**src/flash_adc_map.svh**
```systemverilog
// Constants for the flash converter sequencing block
`ifndef FLASH_ADC_MAP_SVH
`define FLASH_ADC_MAP_SVH

// Comparator bank, output word and input width
`define ADC_NUM_COMPARATORS 64
`define ADC_DATA_BITS       6
`define ADC_INPUT_BITS      8

// Input scale: one unit is VREF/256; tap N sits at (2N-1)*VREF/128
`define ADC_TAP_STEP        8'h04
`define ADC_TAP_OFFSET      8'h02

// Reset values and the overflow code
`define ADC_RESULT_RESET    7'h00
`define ADC_LATCH_RESET     64'hffffffffffffffff
`define ADC_OVERFLOW_CODE   7'h7f

// Field positions within the seven-bit code
`define ADC_OVERFLOW_POS    6
`define ADC_DATA_LSB_POS    0
`define ADC_DATA_MSB_POS    5

`endif

```
**src/flash_adc_pkg.sv**
```systemverilog
// Types shared by the flash converter sequencing block
package flash_adc_pkg;

  // Internal interval of the converter
  typedef enum logic {
    PH_BALANCE = 1'b0,
    PH_ACQUIRE = 1'b1
  } interval_type;

  // Seven-bit conversion code: overflow above six data bits
  typedef struct packed {
    logic       overflow;
    logic [5:0] bits;
  } code_type;

  // Output enables of the three-state drivers
  typedef struct packed {
    logic dataOe;
    logic overflowOe;
  } drive_type;

endpackage

```
**src/thermo_decoder.sv**
```systemverilog
// Thermometer to binary decoder for the comparator bank
`timescale 1ns/100ps
`include "flash_adc_map.svh"

module thermo_decoder
  import flash_adc_pkg::*;
#(
  parameter int NUM_COMP = `ADC_NUM_COMPARATORS
) (
  // Latched comparator pattern, low means tap below input
  input  wire logic [NUM_COMP-1:0] comparators,
  // Decoded code
  output code_type                 code
);

  logic [6:0] tripCount;

  // Counts tripped comparators; a full bank gives overflow
  always_comb begin
    tripCount = 7'h00;
    for (int i = 0; i < NUM_COMP; i++) begin
      tripCount = tripCount + {6'h00, ~comparators[i]};
    end
    if (tripCount == 7'(NUM_COMP)) begin
      code = `ADC_OVERFLOW_CODE;
    end else begin
      code = {1'b0, tripCount[5:0]};
    end
  end

endmodule // thermo_decoder

```
**src/flash_adc_conversion_timing.sv**
```systemverilog
// Conversion sequencing of a six-bit flash converter with overflow
`timescale 1ns/100ps
`include "flash_adc_map.svh"

module flash_adc_conversion_timing
  import flash_adc_pkg::*;
#(
  parameter int NUM_COMP = `ADC_NUM_COMPARATORS,
  parameter int IN_W     = `ADC_INPUT_BITS
) (
  // Clock and reset
  input  wire logic            mclk,
  input  wire logic            resetn,
  // Converter clock and polarity control
  input  wire logic            convClk,
  input  wire logic            phaseCtrl,
  // Sampled input level, units of one quarter LSB
  input  wire logic [IN_W-1:0] analogInput,
  // Output enables
  input  wire logic            dataBitsDisable,
  input  wire logic            allOutputsEnableN,
  // Data outputs, bit 0 is the least significant
  output logic [5:0]           resultBits,
  output logic                 resultBitsOe,
  // Overflow output
  output logic                 overflowFlag,
  output logic                 overflowFlagOe,
  // Current interval and load strobe
  output interval_type         interval,
  output logic                 resultLoad
);

  ////////////////////////////////////////////////////////////////////////
  // Interval selection

  interval_type intervalNow;
  interval_type interval_q;
  logic         acquireStart;
  logic         acquireEnd;

  // Polarity complements the clock as it enters
  always_comb begin
    if (convClk ~^ phaseCtrl) begin
      intervalNow = PH_ACQUIRE;
    end else begin
      intervalNow = PH_BALANCE;
    end
  end

  always_ff @(posedge mclk or negedge resetn) begin
    if (!resetn) begin
      interval_q <= PH_BALANCE;
    end else begin
      interval_q <= intervalNow;
    end
  end

  assign acquireStart = (intervalNow == PH_ACQUIRE) &&
                        (interval_q == PH_BALANCE);
  assign acquireEnd   = (intervalNow == PH_BALANCE) &&
                        (interval_q == PH_ACQUIRE);
  assign interval     = interval_q;

  ////////////////////////////////////////////////////////////////////////
  // Comparator bank

  logic [NUM_COMP-1:0] comparators;
  logic [NUM_COMP-1:0] latch_q;

  generate
    for (genvar n = 0; n < NUM_COMP; n++) begin : g_comp
      localparam logic [IN_W:0] TAP =
        (IN_W+1)'((n + 1) * `ADC_TAP_STEP - `ADC_TAP_OFFSET);
      // Low only when the tap lies below the input
      assign comparators[n] = !(TAP < {1'b0, analogInput});
    end
  endgenerate

  // Latches track through acquire, freeze through balance
  always_ff @(posedge mclk or negedge resetn) begin
    if (!resetn) begin
      latch_q <= `ADC_LATCH_RESET;
    end else if (intervalNow == PH_ACQUIRE) begin
      latch_q <= comparators;
    end
  end

  ////////////////////////////////////////////////////////////////////////
  // Decode and output register

  code_type decoded;
  code_type result_q;

  thermo_decoder #(
    .NUM_COMP    (NUM_COMP)
  ) u_decoder (
    .comparators (latch_q),
    .code        (decoded)
  );

  // Loaded once per period, at the start of acquire
  always_ff @(posedge mclk or negedge resetn) begin
    if (!resetn) begin
      result_q <= `ADC_RESULT_RESET;
    end else if (acquireStart) begin
      result_q <= decoded;
    end
  end

  assign resultLoad   = acquireStart;
  assign resultBits   = result_q.bits;
  assign overflowFlag = result_q.overflow;

  ////////////////////////////////////////////////////////////////////////
  // Three-state enables

  drive_type drive;

  always_comb begin
    drive.overflowOe = allOutputsEnableN;
    drive.dataOe     = allOutputsEnableN && !dataBitsDisable;
  end

  assign resultBitsOe   = drive.dataOe;
  assign overflowFlagOe = drive.overflowOe;

  ////////////////////////////////////////////////////////////////////////
  // Checks

  chk_interval_polarity: assert property (
    @(posedge mclk) disable iff (!resetn)
    $past(resetn) |->
      (interval_q == PH_ACQUIRE) == $past(convClk ~^ phaseCtrl))
    else $error("interval does not follow clock and polarity");

  chk_polarity_invert: assert property (
    @(posedge mclk) disable iff (!resetn)
    $changed(phaseCtrl) && $stable(convClk) |=>
      interval_q != $past(interval_q))
    else $error("polarity change did not flip the interval");

  chk_comp_thermo: assert property (
    @(posedge mclk) disable iff (!resetn)
    ((comparators << 1) & ~comparators) == '0)
    else $error("comparator pattern is not a thermometer");

  chk_latch_track: assert property (
    @(posedge mclk) disable iff (!resetn)
    intervalNow == PH_ACQUIRE |=> latch_q == $past(comparators))
    else $error("latches not transparent in acquire");

  chk_latch_hold: assert property (
    @(posedge mclk) disable iff (!resetn)
    acquireEnd ##1 (intervalNow == PH_BALANCE) [*2] |=> $stable(latch_q))
    else $error("latched pattern moved during balance");

  chk_load_value: assert property (
    @(posedge mclk) disable iff (!resetn)
    acquireStart |=> result_q == $past(decoded))
    else $error("output register missed decoded code");

  chk_load_once: assert property (
    @(posedge mclk) disable iff (!resetn)
    !acquireStart |=> $stable(result_q))
    else $error("output register changed outside acquire start");

  chk_pulse_convert: assert property (
    @(posedge mclk) disable iff (!resetn)
    acquireEnd ##1 (intervalNow == PH_BALANCE) ##1 acquireStart |=>
      result_q == $past(decoded) && $past(latch_q) == $past(latch_q, 2))
    else $error("single balance pulse did not convert held sample");

  chk_data_hiz: assert property (
    @(posedge mclk) disable iff (!resetn)
    dataBitsDisable && allOutputsEnableN |->
      !resultBitsOe && overflowFlagOe)
    else $error("data disable misdrives the outputs");

  chk_all_hiz: assert property (
    @(posedge mclk) disable iff (!resetn)
    !allOutputsEnableN |-> !resultBitsOe && !overflowFlagOe)
    else $error("outputs driven while all outputs disabled");

  chk_overflow_code: assert property (
    @(posedge mclk) disable iff (!resetn)
    overflowFlag |-> resultBits == 6'h3f)
    else $error("overflow without all data bits high");

  chk_count_code: assert property (
    @(posedge mclk) disable iff (!resetn)
    acquireStart && latch_q[0] |=> resultBits == 6'h00 && !overflowFlag)
    else $error("empty trip count did not give zero");

  ////////////////////////////////////////////////////////////////////////
  // Output, sequencing and comparator checks

  chk_load_pulse: assert property (
    @(posedge mclk) disable iff (!resetn)
    resultLoad |=> !resultLoad)
    else $error("load strobe longer than one cycle");

  chk_load_interval: assert property (
    @(posedge mclk) disable iff (!resetn)
    resultLoad |=> interval == PH_ACQUIRE)
    else $error("load not followed by acquire");

  chk_edge_load: assert property (
    @(posedge mclk) disable iff (!resetn)
    interval == PH_BALANCE && (convClk ~^ phaseCtrl) |-> resultLoad)
    else $error("acquire start without load strobe");

  chk_balance_noload: assert property (
    @(posedge mclk) disable iff (!resetn)
    !(convClk ~^ phaseCtrl) |-> !resultLoad)
    else $error("load strobe during balance");

  chk_balance_latch: assert property (
    @(posedge mclk) disable iff (!resetn)
    !(convClk ~^ phaseCtrl) |=> $stable(latch_q))
    else $error("latches moved during balance");

  chk_result_stand: assert property (
    @(posedge mclk) disable iff (!resetn)
    !resultLoad |=> $stable({overflowFlag, resultBits}))
    else $error("result changed without load strobe");

  chk_acquire_hold: assert property (
    @(posedge mclk) disable iff (!resetn)
    interval == PH_ACQUIRE |=> $stable({overflowFlag, resultBits}))
    else $error("result changed while idling in acquire");

  chk_balance_out: assert property (
    @(posedge mclk) disable iff (!resetn)
    interval == PH_BALANCE && !(convClk ~^ phaseCtrl) |=>
      $stable(resultBits))
    else $error("result changed during balance");

  chk_data_drive: assert property (
    @(posedge mclk) disable iff (!resetn)
    allOutputsEnableN && !dataBitsDisable |-> resultBitsOe)
    else $error("data outputs not driven when enabled");

  chk_flag_drive: assert property (
    @(posedge mclk) disable iff (!resetn)
    allOutputsEnableN |-> overflowFlagOe)
    else $error("overflow not driven when enabled");

  chk_oe_order: assert property (
    @(posedge mclk) disable iff (!resetn)
    resultBitsOe |-> overflowFlagOe)
    else $error("data driven while overflow released");

  chk_data_release: assert property (
    @(posedge mclk) disable iff (!resetn)
    !resultBitsOe |-> dataBitsDisable || !allOutputsEnableN)
    else $error("data released without a disable");

  chk_flag_release: assert property (
    @(posedge mclk) disable iff (!resetn)
    !overflowFlagOe |-> !allOutputsEnableN)
    else $error("overflow released while enabled");

  chk_overflow_full: assert property (
    @(posedge mclk) disable iff (!resetn)
    acquireStart && latch_q == '0 |=>
      overflowFlag && resultBits == 6'h3f)
    else $error("full trip count did not give overflow");

  chk_no_overflow: assert property (
    @(posedge mclk) disable iff (!resetn)
    acquireStart && latch_q[NUM_COMP-1] |=> !overflowFlag)
    else $error("overflow with top comparator untripped");

  chk_latch_thermo: assert property (
    @(posedge mclk) disable iff (!resetn)
    ((latch_q << 1) & ~latch_q) == '0)
    else $error("latched pattern is not a thermometer");

  chk_comp_low_end: assert property (
    @(posedge mclk) disable iff (!resetn)
    {1'b0, analogInput} <= (IN_W+1)'(`ADC_TAP_OFFSET) |->
      comparators == '1)
    else $error("comparator tripped below the lowest tap");

  chk_comp_high_end: assert property (
    @(posedge mclk) disable iff (!resetn)
    {1'b0, analogInput} >
      (IN_W+1)'(NUM_COMP * `ADC_TAP_STEP - `ADC_TAP_OFFSET) |->
      comparators == '0)
    else $error("comparator untripped above the highest tap");

endmodule // flash_adc_conversion_timing

```
**config.mk**
```make
export PLATFORM = sky130hd
export DESIGN_NAME = flash_adc_conversion_timing
export DESIGN_NICKNAME = d
export VERILOG_FILES = /design/src/flash_adc_pkg.sv /design/src/thermo_decoder.sv /design/src/flash_adc_conversion_timing.sv
export VERILOG_INCLUDE_DIRS = /design/src
export SDC_FILE = /design/constraint.sdc
export NUM_CORES = 1
export LEC_CHECK = 0
export BUFFER_PORTS_ARGS = -buffer_cell sky130_fd_sc_hd__buf_2
export CELL_PAD_IN_SITES_DETAIL_PLACEMENT = 1
export CELL_PAD_IN_SITES_GLOBAL_PLACEMENT = 1
export CORE_MARGIN = 2
export CORE_UTILIZATION = 50
export CTS_CLUSTER_SIZE = 25
export DETAILED_ROUTE_END_ITERATION = 7
export PLACE_DENSITY = 0.87
export SYNTH_ARGS = -nofsm -noshare
export SYNTH_HDL_FRONTEND = slang
export SYNTH_HIERARCHICAL = 1
export SYNTH_SLANG_ARGS = --single-unit
```
**constraint.sdc**
```tcl
create_clock -name mclk -period 9.5 [get_ports mclk]
set_clock_uncertainty 0.1 [all_clocks]
set_input_delay 2.375 -clock mclk [delete_from_list [all_inputs] [get_ports mclk]]
set_output_delay 2.375 -clock mclk [all_outputs]
set_load 0.1 [all_outputs]
```
==> run summary <==
ANT nets after route - 0
Final setup fails - 0
Status - completed
Hold Path Cell Cnt - 2
Crit Path Category - reg -> reg
Post-synth EDFFs - 0
Clk Latency, worst-skew pair - 0.36 ns
Die height - 104 um
Startpoint Class - flip-flop
Hold buffers post-CTS - 0
# H-tree levels - 3
CP Capture Type - flip-flop
Worst r2r src - latch_q[2]
Synth unique cells - 52
Compound-cell area share of the yosys netlist - 17.0%
Tightest Pin Transition - 0.910 ns
Die Area - 10900 um^2
Final min period - 7.46 ns
Leading area contributor after synthesis - dfstp_2
Average cell area after synthesis - 10.8 um^2
Num Clock Sinks - 72
Synth top area share - 33.4%
Clk root buf - clkbuf_8
Cell count after synthesis - 465
Max clock buf depth - 2
Core area - 9770 um^2
RSZ-0062 raised after global routing - false
Inserted Diodes - 0
Post-synthesis mux area share - 1.76%
HP Class - reg -> reg
Min-delay src - latch_q[30]
Warnings, synthesis - 6
CTS tree - built
RR Endpoint - resultBits[3]
WL final - 13300 um
Seq cells post-synth - 72
Hold EP - latch_q[30]
Vias per inst - 5.75
First-pass GRT wire length - 21900 um
Overflow after GRT - 0
Post-synth top flop - dfstp_2
# DRC - 0
CP Data Arrival Time - 7.60 ns
Horiz. Die Dim - 104 um
WL/cell - 21.7 um
Synth Area in Adders - 25.5%
Number of detailed-route iterations in the first pass - 4
Total CTS buffers - 9
Post-synthesis async set-or-reset flop share - 100%
Antenna violations before repair - 0
Fmax - 134 MHz
Site row count - 36
Ranking of synthesized cells by area - dfstp_2 (33%), fa_1 (21%), inv_1 (7.8%), dfrtp_1 (4.0%), ha_1 (4.0%)
Gr usage total - 26.4%
Final period util - 78.6%
GP Congestion - 0.842
Vias in the first global route - 4105
# IOs - 25
Area Growth Syn to Fin - 6.86%
Initial drt markers - 201
Largest family of logic cells by synthesized area - adder cells
Starting Density - 51.5%
Fin nets - 558
Max-slew violations - 0
Port bufs - 24
CTS resizes - 0
Layout cells sized above 1 - 27.8%
CTS clk-pin slew, worst paths - 0.08 ns
R2R depth - 18
Post-Synth XOR/XNOR Area - 0.671%
Mapped Nets - 549
Post-CTS Setup Repair Bufs - 0
WP data required - 9.64 ns
Crit Path Max Fanout - 7
CP startpoint - latch_q[2]
Fillers - 1098
Final Hold Fails - 0
Worst slew margin - 39.3%
Largest net degree at the start of global routing - 73
Synthesized cell area - 5030 um^2
Via count - 3518
Post-Route Setup TNS - 0 ns
Final HPWL DP - 9600 um
Setup slack, reg-to-reg - 2.04 ns
Post-Synth Simple-Gate Area - 6.96%
Sequential area share after synthesis - 37.4%
Maxcap violations - 0
## stage by stage
| step | cell area [um^2] | cells | util [%] | setup slack [ns] | hold WS (ns) |
|---|---|---|---|---|---|
| 2_1_floorplan | 5030 | 465 | - | 2.64 | 0.335 |
| 3_3_place_gp | 5200 | 596 | 53.2 | 2.43 | 0.346 |
| 3_5_place_dp | 5200 | 596 | 53.2 | 2.08 | 0.357 |
| 4_1_cts | 5380 | 612 | 55.0 | 2.08 | 0.370 |
| 5_1_grt | 5380 | 612 | 55.0 | 1.80 | 0.397 |
| 6_report | 5380 | 612 | 55.0 | 2.04 | 0.365 |
## placed cells by master (no fill, tap or decap), types with 2 or more instances in the layout
cell      Yosys  layout
nand3_1       9       9
dfstp_2      64      64
o31ai_1       5       5
a22o_1       19      19
o21ai_0      19      19
nor3_2        3       3
buf_2        11      24
dfrtp_1       8       8
clkbuf_8      0      10
ha_1         16      16
inv_1       104     104
o211ai_1      3       3
clkinv_4      0       2
fa_1         54      54
mux2_2        7       7
a221o_1       9       9
a21o_1        2       2
buf_4         2       2
o22a_1       21      21
nand2_1      18      18
nand4_1       3       3
a31oi_1       4       4
nor2_1       20      20
and4bb_2      2       2
a21oi_1      17      17
nand2b_1      2       2
o221a_2       4       4
clkinv_2      0       2
## cells in the mapped netlist, types with 2 or more instances
| master | count |
|---|---|
| inv_1 | 104 |
| dfstp_2 | 64 |
| fa_1 | 54 |
| o22a_1 | 21 |
| nor2_1 | 20 |
| a22o_1 | 19 |
| o21ai_0 | 19 |
| nand2_1 | 18 |
| a21oi_1 | 17 |
| ha_1 | 16 |
| buf_2 | 11 |
| clkbuf_1 | 11 |
| a221o_1 | 9 |
| nand3_1 | 9 |
| dfrtp_1 | 8 |
| mux2_2 | 7 |
| o31ai_1 | 5 |
| a31oi_1 | 4 |
| o221a_2 | 4 |
| buf_6 | 3 |
| nand4_1 | 3 |
| nor3_2 | 3 |
| o211ai_1 | 3 |
| a21o_1 | 2 |
| and4bb_2 | 2 |
| buf_4 | 2 |
| nand2b_1 | 2 |
## sequential cells by signal, indices dropped and copies added (netlist names)
signal	count
overflowFlag	1
latch_q	64
interval	1
resultBits	6
## critical path: stages (launching register included)
cell      delay, ns
dfstp_2        0.57
fa_1           0.43
inv_1          0.09
fa_1           0.46
fa_1           0.50
fa_1           0.52
fa_1           0.58
fa_1           0.45
fa_1           0.54
fa_1           0.45
fa_1           0.53
ha_1           0.20
inv_1          0.08
fa_1           0.40
nand2b_1       0.17
a21oi_1        0.25
mux2i_1        0.58
o31ai_1        0.15
mux2_2         0.29
## area by class of cell
type / count / area, um^2 / share of cell area (%)
clock buffers: 10 / 138 / 2.56
clock inverters: 6 / 43.8 / 0.814
inverters: 105 / 394 / 7.33
multi-input cells: 260 / 2620 / 48.7
flip-flops and latches: 72 / 1880 / 35.0
well taps: 133 / 166 / 3.09
repair buffers: 26 / 135 / 2.51
## cell families (layout without fill, tap and decap cells)
| logic type | count (synthesis) | count (layout) |
|---|---|---|
| AOI/OAI and AO/OA | 112 | 112 |
| xor gates and xnor gates | 3 | 3 |
| adders and majority gates | 70 | 70 |
| buffers and inverters | 133 | 147 |
| DFF | 72 | 72 |
| muxes | 8 | 8 |
| and+or+nand+nor | 67 | 67 |
## how the worst max path moves through the flow
stage / endpoint / cells after the start
6_report: resultBits[3] / 18
5_1_grt: resultBits[3] / 18
4_1_cts: resultBits[3] / 18
3_5_place_dp: resultBits[4] / 18
3_3_place_gp: resultBits[0] / 18
2_1_floorplan: resultBits[0] / 18
## metal layers
layer | share of wire [%] | GRT usage, % | up-vias
met5 | 0 | 0 | -
met4 | 2.3 | 9.36 | 0
met3 | 4.3 | 4.95 | 23
met2 | 51 | 44.5 | 98
met1 | 42 | 34.2 | 1849
li1 | - | - | 1548
Power is not shown: default switching activity piles up to over one toggle a cycle in this logic, so the estimate is an artifact.
